===== config.mk =====
export PLATFORM = sky130hd
export DESIGN_NAME = codec_gain_volume_regs
export DESIGN_NICKNAME = d
export VERILOG_FILES = /design/src/common/codec_regs_pkg.sv /design/src/logic/codec_gain_volume_regs.sv /design/src/logic/peak_hold.sv
export SDC_FILE = /design/constraint.sdc
export NUM_CORES = 1
export LEC_CHECK = 0
export BUFFER_PORTS_ARGS = -buffer_cell sky130_fd_sc_hd__buf_2
export CAP_MARGIN = 0
export CORE_ASPECT_RATIO = 0.6
export CORE_MARGIN = 2
export CORE_UTILIZATION = 40
export CTS_BUF_LIST = sky130_fd_sc_hd__clkbuf_2 sky130_fd_sc_hd__clkbuf_4 sky130_fd_sc_hd__clkbuf_8
export DETAILED_ROUTE_END_ITERATION = 12
export REMOVE_ABC_BUFFERS = 1
export SYNTH_ARGS = -nofsm -noshare
export SYNTH_HDL_FRONTEND = slang
export SYNTH_SLANG_ARGS = --single-unit
export TNS_END_PERCENT = 10

===== constraint.sdc =====
create_clock -name i_sys_clk -period 4.7 [get_ports i_sys_clk]
set_clock_uncertainty 0.2 [all_clocks]
set_input_delay 0.47 -clock i_sys_clk [delete_from_list [all_inputs] [get_ports i_sys_clk]]
set_output_delay 0.47 -clock i_sys_clk [all_outputs]
set_load 0.01 [all_outputs]

===== src/common/codec_regs_pkg.sv =====
// Purpose: shared constants for the record/playback gain and volume register bank
// Assumes: 7-bit register addresses, 8-bit register data, one clock domain
// Notes:   reset values are plain defaults; peak codes count dB below full scale
package codec_regs_pkg;

    localparam int          NUM_REGS    = 12;
    localparam int          DATA_W      = 8;
    localparam int          ADDR_W      = 7;
    localparam int          PEAK_W      = 6;
    localparam int          NUM_PEAKS   = 4;

    // register offsets, one byte each
    localparam logic [6:0]  OFS_DAC_VOL_LEFT   = 7'h68;
    localparam logic [6:0]  OFS_DAC_VOL_RIGHT  = 7'h69;
    localparam logic [6:0]  OFS_DAC_PEAK_LEFT  = 7'h6a;
    localparam logic [6:0]  OFS_DAC_PEAK_RIGHT = 7'h6b;
    localparam logic [6:0]  OFS_PGA_GAIN_LEFT  = 7'h6c;
    localparam logic [6:0]  OFS_PGA_GAIN_RIGHT = 7'h6d;
    localparam logic [6:0]  OFS_REC_CTRL_ONE   = 7'h6e;
    localparam logic [6:0]  OFS_REC_CTRL_TWO   = 7'h6f;
    localparam logic [6:0]  OFS_REC_VOL_LEFT   = 7'h70;
    localparam logic [6:0]  OFS_REC_VOL_RIGHT  = 7'h71;
    localparam logic [6:0]  OFS_REC_PEAK_LEFT  = 7'h72;
    localparam logic [6:0]  OFS_REC_PEAK_RIGHT = 7'h73;

    // writable bits per register, indexed by offset minus the first offset
    localparam logic [7:0]  REG_MASK [NUM_REGS] = '{
        8'hff, 8'hff, 8'h00, 8'h00, 8'h3f, 8'h3f,
        8'hff, 8'h13, 8'hff, 8'hff, 8'h00, 8'h00};
    localparam logic [7:0]  REG_RESET [NUM_REGS] = '{
        8'hff, 8'hff, 8'h00, 8'h00, 8'h00, 8'h00,
        8'h00, 8'h00, 8'hff, 8'hff, 8'h00, 8'h00};

    // peak register index for each detector: dac left, dac right, rec left, rec right
    localparam logic [3:0]  PEAK_IDX [NUM_PEAKS] = '{4'h2, 4'h3, 4'ha, 4'hb};

    // record control one fields
    localparam int          MOD_CLK_BIT   = 7;
    localparam int          HIGHPASS_BIT  = 6;
    localparam int          PWR_OFF_BIT   = 5;
    localparam int          ANA_OFF_BIT   = 4;
    localparam int          MUTE_R_BIT    = 3;
    localparam int          MUTE_L_BIT    = 2;
    localparam int          PGA_L_OFF_BIT = 1;
    localparam int          PGA_R_OFF_BIT = 0;
    // record control two fields
    localparam int          BUF_OFF_BIT   = 4;
    localparam int          CLK_DIV_LSB   = 0;

    localparam logic [5:0]  GAIN_MAX_CODE = 6'h30;
    localparam logic [5:0]  PEAK_QUIET    = 6'h3f;
    localparam logic [2:0]  MOD_DIV_SLOW  = 3'h4;
    localparam logic [2:0]  MOD_DIV_FAST  = 3'h2;
    localparam logic [1:0]  CLK_DIV_CODE3 = 2'h3;

endpackage


===== src/logic/codec_gain_volume_regs.sv =====
// Purpose: control and status registers for codec playback and record gain paths
// Assumes: serial framing outside delivers one byte access per strobe
// Notes:   decoded controls follow a write on the same edge the register updates
// Operation
// - left playback volume, 0.375 dB attenuation steps
// - right playback volume, same encoding, independent
// - left playback peak, 6-bit 1 dB code
// - right playback peak, same 6-bit code
// - left input gain 0.5 dB steps, saturates 24 dB
// - right input gain, same steps and saturation
// - modulator clock divide two or four
// - right record mute; high-pass filter enable
// - left record mute, active high
// - record, analog, left and right amplifier power-downs
// - reference buffer power-down when set
// - clock divider codes 1, 2, 3, 1
// - left record volume linear scale
// - right record volume, same scale, independent
// - left record peak, 6-bit 1 dB code
// - right record peak, same code
`timescale 1ns/1ps
module codec_gain_volume_regs
    import codec_regs_pkg::*;
(
    input  wire logic                          i_sys_clk,          // 200 MHz clock
    input  wire logic                          i_resetn,           // async reset, active low
    input  wire logic                          i_wr_en,            // register write strobe
    input  wire logic                          i_rd_en,            // register read strobe
    input  wire logic [codec_regs_pkg::ADDR_W-1:0] i_addr,         // register address
    input  wire logic [codec_regs_pkg::DATA_W-1:0] i_wdata,        // write data
    input  wire logic                          i_dac_level_l_vld,  // playback left level strobe
    input  wire logic [codec_regs_pkg::PEAK_W-1:0] i_dac_level_l,  // playback left level code
    input  wire logic                          i_dac_level_r_vld,  // playback right level strobe
    input  wire logic [codec_regs_pkg::PEAK_W-1:0] i_dac_level_r,  // playback right level code
    input  wire logic                          i_rec_level_l_vld,  // record left level strobe
    input  wire logic [codec_regs_pkg::PEAK_W-1:0] i_rec_level_l,  // record left level code
    input  wire logic                          i_rec_level_r_vld,  // record right level strobe
    input  wire logic [codec_regs_pkg::PEAK_W-1:0] i_rec_level_r,  // record right level code
    output logic      [codec_regs_pkg::DATA_W-1:0] o_rdata,        // read data
    output logic                               o_rd_valid,         // read data valid pulse
    output logic      [7:0]                    o_dac_vol_left,     // playback left volume
    output logic      [7:0]                    o_dac_vol_right,    // playback right volume
    output logic      [5:0]                    o_pga_gain_left,    // left gain, half dB, clamped
    output logic      [5:0]                    o_pga_gain_right,   // right gain, half dB, clamped
    output logic      [2:0]                    o_record_mod_div,   // modulator clock divide
    output logic                               o_highpass_enable,  // record high-pass on
    output logic                               o_record_power_off, // record converter off
    output logic                               o_record_analog_off,// record analog off
    output logic                               o_record_mute_right,// right record muted
    output logic                               o_record_mute_left, // left record muted
    output logic                               o_pga_left_off,     // left amplifier off
    output logic                               o_pga_right_off,    // right amplifier off
    output logic                               o_ref_buffer_off,   // reference buffer off
    output logic      [1:0]                    o_record_clock_div, // divide ratio 1..3
    output logic      [7:0]                    o_record_vol_left,  // record left scale
    output logic      [7:0]                    o_record_vol_right  // record right scale
);
    import codec_regs_pkg::*;

    ////////////////////////////////////////////////////////////////////////////////
    // address decode

    logic       in_range;
    logic [3:0] idx;
    logic [6:0] rel_addr;

    // offsets are contiguous, so one subtract gives the table index
    assign rel_addr = i_addr - OFS_DAC_VOL_LEFT;
    assign in_range = (i_addr >= OFS_DAC_VOL_LEFT) && (i_addr <= OFS_REC_PEAK_RIGHT);
    assign idx      = rel_addr[3:0];

    ////////////////////////////////////////////////////////////////////////////////
    // register storage

    logic [7:0] regs_q [NUM_REGS];
    logic [7:0] regs_d [NUM_REGS];

    // one write path per register; read-only peaks have an all-zero mask
    for (genvar g = 0; g < NUM_REGS; g++) begin : g_reg
        always_comb begin
            regs_d[g] = regs_q[g];
            if (i_wr_en && in_range && (idx == 4'(g))) begin
                regs_d[g] = i_wdata & REG_MASK[g];
            end
        end

        always_ff @(posedge i_sys_clk or negedge i_resetn) begin
            if (!i_resetn) begin
                regs_q[g] <= REG_RESET[g];
            end else begin
                regs_q[g] <= regs_d[g];
            end
        end
    end

    ////////////////////////////////////////////////////////////////////////////////
    // peak detectors

    logic [PEAK_W-1:0] peak_level [NUM_PEAKS];
    logic [NUM_PEAKS-1:0] peak_vld;
    logic [PEAK_W-1:0] peak_val   [NUM_PEAKS];
    logic [NUM_PEAKS-1:0] peak_clr;

    assign peak_vld      = {i_rec_level_r_vld, i_rec_level_l_vld,
                            i_dac_level_r_vld, i_dac_level_l_vld};
    assign peak_level[0] = i_dac_level_l;
    assign peak_level[1] = i_dac_level_r;
    assign peak_level[2] = i_rec_level_l;
    assign peak_level[3] = i_rec_level_r;

    // a read of a peak register restarts that detector
    for (genvar p = 0; p < NUM_PEAKS; p++) begin : g_peak
        assign peak_clr[p] = i_rd_en && in_range && (idx == PEAK_IDX[p]);

        peak_hold #(
            .W(PEAK_W)
        ) u_peak (
            .i_sys_clk (i_sys_clk),
            .i_resetn  (i_resetn),
            .i_valid   (peak_vld[p]),
            .i_level   (peak_level[p]),
            .i_clear   (peak_clr[p]),
            .o_peak    (peak_val[p])
        );
    end

    ////////////////////////////////////////////////////////////////////////////////
    // read path

    logic [7:0] rdata_q;
    logic [7:0] rdata_d;
    logic       rd_valid_q;
    logic       rd_valid_d;

    // peaks read through the low six bits, upper bits zero; unmapped reads zero
    always_comb begin
        rdata_d    = rdata_q;
        rd_valid_d = i_rd_en;
        if (i_rd_en) begin
            rdata_d = 8'h00;
            if (in_range) begin
                case (idx)
                    4'h2:    rdata_d = {2'b00, peak_val[0]};
                    4'h3:    rdata_d = {2'b00, peak_val[1]};
                    4'ha:    rdata_d = {2'b00, peak_val[2]};
                    4'hb:    rdata_d = {2'b00, peak_val[3]};
                    default: rdata_d = regs_q[idx];
                endcase
            end
        end
    end

    always_ff @(posedge i_sys_clk or negedge i_resetn) begin
        if (!i_resetn) begin
            rdata_q    <= 8'h00;
            rd_valid_q <= 1'b0;
        end else begin
            rdata_q    <= rdata_d;
            rd_valid_q <= rd_valid_d;
        end
    end

    ////////////////////////////////////////////////////////////////////////////////
    // decoded controls

    logic [7:0] ctl1;
    logic [7:0] ctl2;
    logic [5:0] gain_l_d;
    logic [5:0] gain_r_d;
    logic [2:0] mod_div_d;
    logic [1:0] clk_div_d;
    logic [5:0] gain_l_q;
    logic [5:0] gain_r_q;
    logic [2:0] mod_div_q;
    logic [1:0] clk_div_q;
    logic [7:0] flags_q;

    assign ctl1 = regs_d[6];
    assign ctl2 = regs_d[7];

    // gain codes past 24 dB saturate; divider code three falls back to one
    always_comb begin
        gain_l_d  = (regs_d[4][5:0] > GAIN_MAX_CODE) ? GAIN_MAX_CODE : regs_d[4][5:0];
        gain_r_d  = (regs_d[5][5:0] > GAIN_MAX_CODE) ? GAIN_MAX_CODE : regs_d[5][5:0];
        mod_div_d = ctl1[MOD_CLK_BIT] ? MOD_DIV_SLOW : MOD_DIV_FAST;
        clk_div_d = ctl2[CLK_DIV_LSB +: 2];
        if (clk_div_d == CLK_DIV_CODE3) begin
            clk_div_d = 2'h1;
        end else begin
            clk_div_d = clk_div_d + 2'h1;
        end
    end

    // controls are decoded from the next register values to avoid a second cycle of lag
    always_ff @(posedge i_sys_clk or negedge i_resetn) begin
        if (!i_resetn) begin
            gain_l_q  <= 6'h00;
            gain_r_q  <= 6'h00;
            mod_div_q <= MOD_DIV_FAST;
            clk_div_q <= 2'h1;
            flags_q   <= 8'h00;
        end else begin
            gain_l_q  <= gain_l_d;
            gain_r_q  <= gain_r_d;
            mod_div_q <= mod_div_d;
            clk_div_q <= clk_div_d;
            flags_q   <= {ctl1[6:0], ctl2[BUF_OFF_BIT]};
        end
    end

    assign o_rdata             = rdata_q;
    assign o_rd_valid          = rd_valid_q;
    assign o_dac_vol_left      = regs_q[0];
    assign o_dac_vol_right     = regs_q[1];
    assign o_record_vol_left   = regs_q[8];
    assign o_record_vol_right  = regs_q[9];
    assign o_pga_gain_left     = gain_l_q;
    assign o_pga_gain_right    = gain_r_q;
    assign o_record_mod_div    = mod_div_q;
    assign o_record_clock_div  = clk_div_q;
    assign o_highpass_enable   = flags_q[HIGHPASS_BIT + 1];
    assign o_record_power_off  = flags_q[PWR_OFF_BIT + 1];
    assign o_record_analog_off = flags_q[ANA_OFF_BIT + 1];
    assign o_record_mute_right = flags_q[MUTE_R_BIT + 1];
    assign o_record_mute_left  = flags_q[MUTE_L_BIT + 1];
    assign o_pga_left_off      = flags_q[PGA_L_OFF_BIT + 1];
    assign o_pga_right_off     = flags_q[PGA_R_OFF_BIT + 1];
    assign o_ref_buffer_off    = flags_q[0];
endmodule


===== src/logic/peak_hold.sv =====
// Purpose: hold the loudest level code seen since the last clear
// Assumes: level codes count dB below full scale, so smaller is louder
// Notes:   a level arriving with the clear starts the new window
`timescale 1ns/1ps
module peak_hold #(
    parameter int W = 6
) (
    input  wire logic         i_sys_clk,   // system clock
    input  wire logic         i_resetn,    // async reset, active low
    input  wire logic         i_valid,     // level code strobe
    input  wire logic [W-1:0] i_level,     // level code, 0 = full scale
    input  wire logic         i_clear,     // restart detection
    output logic      [W-1:0] o_peak       // held loudest code
);
    logic [W-1:0] peak_q;
    logic [W-1:0] peak_d;

    // the new level wins over a clear in the same cycle so no peak is lost
    always_comb begin
        peak_d = peak_q;
        if (i_valid && i_clear) begin
            peak_d = i_level;
        end else if (i_valid) begin
            peak_d = (i_level < peak_q) ? i_level : peak_q;
        end else if (i_clear) begin
            peak_d = '1;
        end
    end

    always_ff @(posedge i_sys_clk or negedge i_resetn) begin
        if (!i_resetn) begin
            peak_q <= '1;
        end else begin
            peak_q <= peak_d;
        end
    end

    assign o_peak = peak_q;
endmodule


After elaboration in Yosys (flattened, before gate mapping)
Index checks and enable logic that the tools add are counted.

Bits in registers: 113.

Add/subtract/negate cells: 2. Magnitude comparators: 9. Equality and inequality tests: 16. Multiplexer cells: 29. Bitwise gates (word level): 1. Reductions and logical operators: 28.

Operators with widths (count): $mux 6 (20); $bmux 8 s4 (1); $mux 8 (4); $pmux 8 s4 (1); $lt 6x6->1 (4); $logic_and 1x1->1 (19); $eq 4x3->1 const B (4); $eq 4x4->1 const B (4); $gt 6x6->1 const B (2); $ne 3x1->1 const B (4); $reduce_bool 3->1 (4); $eq 4x2->1 const B (2); $reduce_and 2->1 (4); $ge 7x7->1 const B (1); $le 7x7->1 const B (1); $ge 5x5->1 const B (1); $mux 5 (1); $not 4->5 (1); $eq 4x1->1 const B (1); $logic_not 4->1 (1); $sub 4x4->4 const B (1); $mux 3 (1); $add 2x1->2 const B (1); $eq 2x2->1 const B (1); $mux 2 (1).

Depth between registers and ports, before layout
Gate-level depths: netlist of the first run.

Depth after elaboration: 7. Mapped depth: 8. Depth with buffers taken out: 7.

Cells and area by module
A second synthesis of the first run with hierarchy kept.

Cell total of the unflattened synthesis: 461. Area total of the unflattened synthesis: 5634.2 um^2.

Modules (own cells, without submodules): codec_gain_volume_regs (instances 1, cells an instance 309, area an instance 4027.6 um^2, sequential area each 1969.4 um^2); peak_hold (instances 4, cells an instance 38, area an instance 401.6 um^2, sequential area each 157.7 um^2).

Worst setup path before layout of the first run
OpenSTA, ideal clock, no wires.

Path kind: input -> register. Start: input i_addr[0] in the netlist's numbering. End: register clk_div_q[1], in the netlist o_record_clock_div[1]. Library setup time: 0.113 ns. Data arrival time: 1.985 ns. Data required time: 4.387 ns. Path slack: 2.402 ns. Cell stages on the path: 8. Path through: buf_4 > buf_4 > buf_6 > nand2_1 > nor3_1 > mux2_2 > ha_1 > inv_1.

Word-level cells in the longest chain between the ends: 7. Elaborated cells between the ends (all ways): 11.

Ends and longest elaborated chain: from (decl) (line codec_gain_volume_regs.sv:29) `input wire logic [codec_regs_pkg::ADDR_W-1:0] i_addr,`; $ge 7x7->1 or $le 7x7->1 (tied branches) (line codec_gain_volume_regs.sv:69) `assign in_range = (i_addr >= OFS_DAC_VOL_LEFT) && (i_addr <= OFS_REC_PEAK_RIGHT);`; $logic_and 1x1->1 (line codec_gain_volume_regs.sv:69); $logic_and 1x1->1; $logic_and 1x1->1 (*) (line codec_gain_volume_regs.sv:82) `if (i_wr_en && in_range && (idx == 4'(g))) begin`; $mux 5 (*) (line codec_gain_volume_regs.sv:82); net ctl2[0] (line codec_gain_volume_regs.sv:167) `logic [7:0] ctl2;`; $add 2x1->2 or $eq 2x2->1 (tied branches) (line codec_gain_volume_regs.sv:190, codec_gain_volume_regs.sv:187); $mux 2 (*) (line codec_gain_volume_regs.sv:187) `if (clk_div_d == CLK_DIV_CODE3) begin`; net clk_div_d[1] (line codec_gain_volume_regs.sv:171) `logic [1:0] clk_div_d;`; to (signal assigned) (line codec_gain_volume_regs.sv:206) `clk_div_q <= clk_div_d;`; to (decl) (line codec_gain_volume_regs.sv:175) `logic [1:0] clk_div_q;`.

The timed path passes the listed nets; every way through them passes the cells marked *. A chain may end at the register's enable or synchronous reset.

Worst setup path after layout of the first run
Start: register g_peak[3].u_peak.peak_q[2]. End: register g_peak[3].u_peak.peak_q[2].

Word-level cells in the longest chain between the ends: 3.

Ends and longest elaborated chain: from (decl) (line peak_hold.sv:15) `logic [W-1:0] peak_q;`; from (signal assigned) (line peak_hold.sv:34) `peak_q <= peak_d;`; $lt 6x6->1 (line peak_hold.sv:24) `peak_d = (i_level < peak_q) ? i_level : peak_q;`; $ne 3x1->1 (no source line); $reduce_and 2->1 (no source line).

No other way between the ends.

==> results by group, run 1 <==
Floorplanning
  – Die Ht: 95.7 um
  – Cell row count: 33
  – Initial Util: 41.0%
  – Core Box Area: 13700 sq um
  – Die X: 157 um
  – Io pins: 113
  – DIE AREA: 15000 sq um

Placement
  – # port buffers: 111
  – Area after DPL: 6060 sq um
  – Dpl hpwl: 10900 um
  – GP Congestion: 0.792
  – Cells after DPL: 711
  – Dpl ws: 2.01 ns

Timing
  – Final setup viols: 0
  – RSZ-0062 raised after global routing: false
  – Final Cycle Share: 51.1%
  – Max transition margin: 48.3%
  – Fmax: 416 MHz
  – Least-Margin Pin Slew: 0.771 ns
  – Setup TNS: 0 ns
  – Final hold vios: 0
  – Count of pins over their slew limit: 0
  – Setup WS post-layout: 2.30 ns
  – Post-route minimum period: 2.40 ns
  – Worst hold margin: 0.132 ns

Min path
  – Min-delay worst type: in -> reg
  – Worst Hold Launch: i_wdata[7]
  – WHS Endpoint: o_record_mod_div[1]
  – Hold Crit Depth: 2

Clocking
  – Cts bufs inserted: 9
  – CTS tree: built
  – Clk_lat worst skew: 0.38 ns
  – H-Tree Depth: 3
  – Post_cts resized: 0
  – Sink Count: 101
  – Clock buffer depth: 2
  – Worst-path clk slew: 0.09 ns
  – Clk root buf: clkbuf_8

Global routing
  – Grt ovf: 0
  – First-pass GRT wire length: 22200 um
  – GRT Total Usage: 20.0%
  – Initial antenna violation count: 0
  – Vias in the first global route: 3854
  – Pin count of the biggest net entering global routing: 55

Power
  – VDD IR max: 0.136 mV
  – PD cells: 369 nW/um^2
  – Leakage: 3.04 nW
  – Total chip power: 2.30 mW

Synthesis
  – Post-Synthesis Cell Area: 5610 sq um
  – Post-synth EDFFs: 0
  – #FFs+latches synth: 101
  – Synth unique cells: 52
  – Post-synth ARST share: 100%
  – Yosys warns: 0
  – Syn Inst Count: 457
  – Part of the Yosys area used for sequential elements: 46.4%
  – Most used DFF post-synth: dfstp_2
  – Syn_area_per_cell: 12.3 sq um

Route
  – Drt drc: 0
  – DR iter-0 viols: 263
  – Antenna-violating nets left: 0
  – Pre-Repair DR Iteration Count: 4
  – Post-Route WL: 14300 um
  – Post-DR wirelength/cell: 19.6 um
  – Vias/cell: 5.24
  – Routed vias: 3816

Final layout
  – # fillers: 1273
  – Layout Utilization: 45.6%
  – # diodes: 0
  – Non-Filler Instances: 728
  – Layout cells sized above 1: 50.7%
  – Final nets: 599
  – Area Growth Syn to Fin: 11.2%
  – Post-route cell area: 6240 sq um

Worst setup path
  – Crit Path Category: reg -> reg
  – Worst Setup Start Kind: register
  – Worst R2R Path Depth: 7
  – Crit path launch: g_peak[3].u_peak.o_peak[2]
  – Maximum fanout along the worst path: 6
  – Critical Path RT: 4.82 ns
  – Crit path DAT: 2.52 ns
  – Worst r2r src: g_peak[3].u_peak.o_peak[2]
  – Crit. End Element: register
  – Internal reg-to-reg setup slack: 2.30 ns
  – Reg2reg end: g_peak[3].u_peak.o_peak[2]

Job
  – Number of max-cap violations: 0

Outcome
  – Status: completed
==> per-layer routing <==
layer	part of all wire [%]	GRT usage, %	up-vias
met3	7.6	5.90	17
met4	1.2	4.66	0
li1	-	-	1749
met1	52	31.0	1926
met2	39	26.8	124
met5	0	0	-
==> how the worst max path moves through the flow <==
| stage | endpoint | slack, ns | cells past startpoint |
|---|---|---|---|
| 2_1_floorplan | g_peak[2].u_peak.o_peak[0] | 2.66 | 7 |
| 3_3_place_gp | o_record_clock_div[1] | 2.11 | 6 |
| 3_5_place_dp | g_peak[1].u_peak.o_peak[0] | 2.01 | 5 |
| 4_1_cts | g_peak[3].u_peak.o_peak[2] | 2.35 | 7 |
| 5_1_grt | g_peak[3].u_peak.o_peak[1] | 2.12 | 7 |
| 6_report | g_peak[3].u_peak.o_peak[2] | 2.30 | 7 |
==> cell usage after synthesis (all sizes together), types with 4 or more instances <==
library cell | number | share of area, %
a211oi | 7 | 0.94
a21oi | 4 | 0.36
a22oi | 5 | 0.67
buf | 46 | 6.1
clkbuf | 5 | 0.33
dfrtp | 43 | 19
dfstp | 58 | 27
ha | 21 | 4.7
inv | 34 | 2.3
mux2 | 64 | 13
mux2i | 31 | 5.5
mux4 | 9 | 3.6
nand2 | 10 | 0.80
nand2b | 9 | 1.0
nand3 | 8 | 0.80
nand3b | 4 | 0.54
nor2 | 17 | 1.3
nor2b | 23 | 2.6
o21ai | 7 | 0.62
o22a | 6 | 0.94
o22ai | 6 | 0.92
or3 | 4 | 0.45
==> placed cells by master, fill, tap and decap left out, types with 9 or more instances in the layout <==
master | synthesis | routed
dfstp_2 | 58 | 58
mux2i_1 | 31 | 31
nor2b_1 | 23 | 23
clkbuf_8 | 0 | 9
buf_2 | 5 | 110
inv_1 | 34 | 34
dfrtp_1 | 43 | 43
nand2_1 | 9 | 9
nor2_1 | 14 | 14
nand2b_1 | 9 | 9
mux2_2 | 62 | 62
ha_1 | 21 | 21
mux4_2 | 9 | 9
==> area by class of cell <==
type | count | area [sq um] | share of cell area, %
Clock buffer | 10 | 131 | 2.11
Clock inverter | 6 | 38.8 | 0.622
Inverter | 34 | 128 | 2.05
Multi-Input combinational cell | 271 | 2510 | 40.3
Sequential cell | 101 | 2600 | 41.7
Tap cell | 192 | 240 | 3.85
Timing Repair Buffer | 114 | 583 | 9.35
==> worst max-delay path: stages (launching register included) <==
cell,delay (ns)
dfstp_2,0.56
inv_1,0.04
ha_1,0.28
nand2_1,0.05
o21ai_0,0.20
a31oi_1,0.14
a211oi_1,0.61
o22a_1,0.26
==> power by group <==
group | total [mW] | internal (mW) | switching (mW)
Clock | 0.502 | 0.198 | 0.304
Sequential | 1.19 | 1.08 | 0.108
Combinational | 0.613 | 0.294 | 0.319
==> what timing repair did <==
action                    in CTS  in global routing
hold buffers                   1                  0
hold endpoints to repair      30                  0
buffers inserted               0                  0
==> registers in the layout, summed over array words and instances (netlist names), 6 cells and up <==
signal                count
g_peak.u_peak.o_peak     24
regs_q                   14
o_dac_vol_left            8
o_dac_vol_right           8
o_rdata                   8
o_record_vol_left         8
o_record_vol_right        8
flags_q                   7
o_pga_gain_right          6
==> kinds of logic (layout without fill, tap and decap cells) <==
family / Yosys count / count (layout) / share of synthesized area, %
simple gates: 92 / 92 / 10.8
compound gates: 53 / 53 / 7.25
mux: 104 / 104 / 22.0
fa+ha+maj: 21 / 21 / 4.69
other cells: 1 / 1 / 0.0669
buf+inv: 85 / 164 / 8.75
flops: 101 / 101 / 46.4
No activity file was read; power rests on OpenSTA's default activity.
==> inputs of run 2 (changes only) <==
Settings changed: ABC_AREA from default to 1.
Clock period 4.7 ns to 2.2 ns, I/O delays scaled along.
==> results by group, run 2 <==
Outcome
  – Status: completed (unchanged)

Route
  – DR iter-0 viols: 369 (was 263)
  – Routed vias: 4892 (was 3816)
  – Pre-Repair DR Iteration Count: 5 (was 4)
  – Antenna-violating nets left: 0 (unchanged)
  – Post-DR wirelength/cell: 16.2 um (was 19.6 um)
  – Vias/cell: 5.14 (was 5.24)
  – Post-Route WL: 15500 um (was 14300 um)
  – Drt drc: 0 (unchanged)

Power
  – VDD IR max: 0.263 mV (was 0.136 mV)
  – PD cells: 802 nW/um^2 (was 369 nW/um^2)
  – Comb pwr share: 28.5% (was 26.6%)
  – Clk network pwr share: 22.4% (was 21.8%)
  – Switching Share: 35.2% (was 31.8%)
  – Leakage: 3.26 nW (was 3.04 nW)
  – Internal: 3.40 mW (was 1.57 mW)
  – Seq pwr share: 49.1% (was 51.5%)
  – NetSw: 1.85 mW (was 0.732 mW)

Worst setup path
  – Maximum fanout along the worst path: 12 (was 6)
  – Crit. End Element: register (unchanged)
  – Critical Path RT: 2.30 ns (was 4.82 ns)
  – Worst Setup Start Kind: register (unchanged)
  – Crit Path Category: reg -> reg (unchanged)
  – Crit path DAT: 2.09 ns (was 2.52 ns)

Global routing
  – Initial antenna violation count: 0 (unchanged)
  – Grt ovf: 0 (unchanged)
  – Pin count of the biggest net entering global routing: 38 (was 55)
  – GRT Total Usage: 21.8% (was 20.0%)
  – First-pass GRT wire length: 24500 um (was 22200 um)
  – Vias in the first global route: 4684 (was 3854)

Min path
  – Min-delay worst type: in -> reg (unchanged)

Final layout
  – Layout cells sized above 1: 28.6% (was 50.7%)
  – # fillers: 1269 (was 1273)
  – Max reg flops: 24 (unchanged)
  – Final nets: 844 (was 599)
  – Area Growth Syn to Fin: 20.0% (was 11.2%)
  – # diodes: 0 (unchanged)
  – Most frequent cells in the layout: nand2_1 (156), buf_2 (110), o21ai_0 (94), inv_1 (85), dfstp_2 (58) (was buf_2 (110), mux2_2 (62), dfstp_2 (58), dfrtp_1 (43), inv_1 (34))
  – Post-route cell area: 6550 sq um (was 6240 sq um)
  – Most common cell after layout, fill and taps aside: nand2_1 (was buf_2)

Floorplanning
  – DIE AREA: 14600 sq um (was 15000 sq um)
  – Initial Util: 41.7% (was 41.0%)
  – Cell row count: 32 (was 33)
  – Die Ht: 94.5 um (was 95.7 um)
  – Core Box Area: 13100 sq um (was 13700 sq um)
  – Die X: 155 um (was 157 um)
  – Io pins: 113 (unchanged)

Synthesis
  – Top area cells in the synthesized netlist: dfstp_2 (28%), dfrtp_1 (20%), nand2_1 (11%) (was dfstp_2 (27%), dfrtp_1 (19%), mux2_2 (12%))
  – Post-Synth Simple-Gate Area: 19.2% (was 10.8%)
  – Compound-Gate Fraction of Synth Area: 15.5% (was 7.25%)
  – Syn_area_per_cell: 8.37 sq um (was 12.3 sq um)
  – Post-Synthesis Cell Area: 5450 sq um (was 5610 sq um)
  – Post-Synth Adder-Cell Area: 4.82% (was 4.69%)
  – Part of the Yosys area used for sequential elements: 47.7% (was 46.4%)
  – Yosys warns: 0 (unchanged)
  – Synth top cells by count: nand2_1 (156), o21ai_0 (94), inv_1 (85) (was mux2_2 (62), dfstp_2 (58), dfrtp_1 (43))
  – Mux cell area share after synthesis: 0% (was 22.0%)
  – Synth unique cells: 31 (was 52)
  – Dominant cell type by area after synthesis: dfstp_2 (unchanged)
  – Largest family of logic cells by synthesized area: simple AND/OR/NAND/NOR gates (was multiplexers)
  – Top-area cell type share of the netlist area: 27.9% (was 27.2%)
  – Post-synth ARST share: 100% (unchanged)
  – Most used DFF post-synth: dfstp_2 (unchanged)
  – Post-synth EDFFs: 0 (unchanged)
  – #FFs+latches synth: 101 (unchanged)
  – Most common cell in the netlist: nand2_1 (was mux2_2)
  – Post-synthesis xor/xnor area fraction: 0% (unchanged)
  – Syn Inst Count: 652 (was 457)

Timing
  – RSZ-0062 raised after global routing: false (unchanged)
  – Final hold vios: 0 (unchanged)
  – Final setup viols: 0 (unchanged)
  – Final Cycle Share: 90.6% (was 51.1%)
  – Count of pins over their slew limit: 0 (unchanged)
  – Fmax: 502 MHz (was 416 MHz)
  – Post-route minimum period: 1.99 ns (was 2.40 ns)
  – Setup TNS: 0 ns (unchanged)

Placement
  – Dpl hpwl: 11900 um (was 10900 um)
  – # port buffers: 111 (unchanged)
  – GP Congestion: 0.846 (was 0.792)
  – Area after DPL: 6020 sq um (was 6060 sq um)

Clocking
  – Post_cts resized: 0 (unchanged)
  – Worst-path clk slew: 0.10 ns (was 0.09 ns)
  – Clk root buf: clkbuf_8 (unchanged)
  – Clock buffer depth: 2 (unchanged)
  – Sink Count: 101 (unchanged)
  – H-Tree Depth: 3 (unchanged)
  – Clk_lat worst skew: 0.39 ns (was 0.38 ns)
  – Cts bufs inserted: 9 (unchanged)
  – CTS tree: built (unchanged)

Job
  – Number of max-cap violations: 0 (unchanged)
run 2: layer usage:
layer  GRT usage (%)  wire length, um  part of all wire (%)
met1            33.3             7860                    51
met2            31.3             6270                    41
met3            5.09             1200                   7.8
met4            4.24              114                  0.74
met5               0                0                     0
run 2: worst max-delay path, cell delays in order (launching register included):
cell and delay, ns:
dfstp_2 0.53, inv_1 0.05, ha_1 0.29, nand2_1 0.07
inv_1 0.03, o21ai_0 0.14, nand3_1 0.09, nand2_1 0.24
o21ai_0 0.14, o21ai_0 0.12
run 2: final timing paths:
path,start,endpoint,slack (ns),cells after the start
worst max-delay path,g_peak[3].u_peak.o_peak[3],g_peak[3].u_peak.o_peak[1],0.21,9
worst min-delay path,i_dac_level_r_vld,g_peak[1].u_peak.o_peak[2],0.03,4
worst max register to register,g_peak[3].u_peak.o_peak[3],g_peak[3].u_peak.o_peak[1],0.21,9
worst min register to register,g_peak[1].u_peak.o_peak[5],g_peak[1].u_peak.o_peak[5],0.29,2
max in group asynchronous,i_resetn,o_record_vol_left[6],1.02,3
min in group asynchronous,i_resetn,o_rdata[4],0.12,2
run 2: area by class of cell:
cell class	count	area, sq um	share of cell area (%)
Sequential cell	101	2600	39.7
Multi-Input combinational cell	412	2160	33.0
Timing Repair Buffer	164	1050	16.1
Inverter	88	330	5.05
Tap cell	170	213	3.25
Clock buffer	10	131	2.01
Clock inverter	6	57.6	0.879
run 2: kinds of logic (layout without fill, tap and decap cells):
kind of cell,count (synthesis),count (layout)
simple gates,232,232
flops,101,101
buf+inv,139,268
compound gates,158,158
other cells,1,1
fa+ha+maj,21,21
run 2: stage by stage:
| step | setup WS, ns | hold slack [ns] | power, mW | std cells | util, % |
|---|---|---|---|---|---|
| after floorplan | 0.140 | -0.276 | 3.48 | 601 | - |
| after global placement | 0.243 | -0.00642 | 3.98 | 901 | 45.9 |
| after detailed placement | 0.234 | -0.00109 | 4.06 | 901 | 45.9 |
| after CTS | 0.218 | 0.00203 | 5.30 | 951 | 50.0 |
| after global routing | 0.0278 | 0.0131 | 5.64 | 951 | 50.0 |
| final | 0.207 | 0.0258 | 5.25 | 951 | 50.0 |
run 2: power by group through the flow:
stage          sequential (mW)  combinational (mW)  clock (mW)
3_3_place_gp              2.61                1.38           0
3_5_place_dp              2.61                1.45           0
2_1_floorplan             2.59               0.890           0
6_report                  2.58                1.50        1.18
5_1_grt                   2.62                1.73        1.29
4_1_cts                   2.58                1.51        1.22
run 2: what timing repair did:
| item | CTS | global route |
|---|---|---|
| endpoints found under the hold margin | 105 | 0 |
| buffers inserted | 0 | 0 |
| hold buffers | 34 | 0 |
| setup endpoints to repair | 0 | 0 |
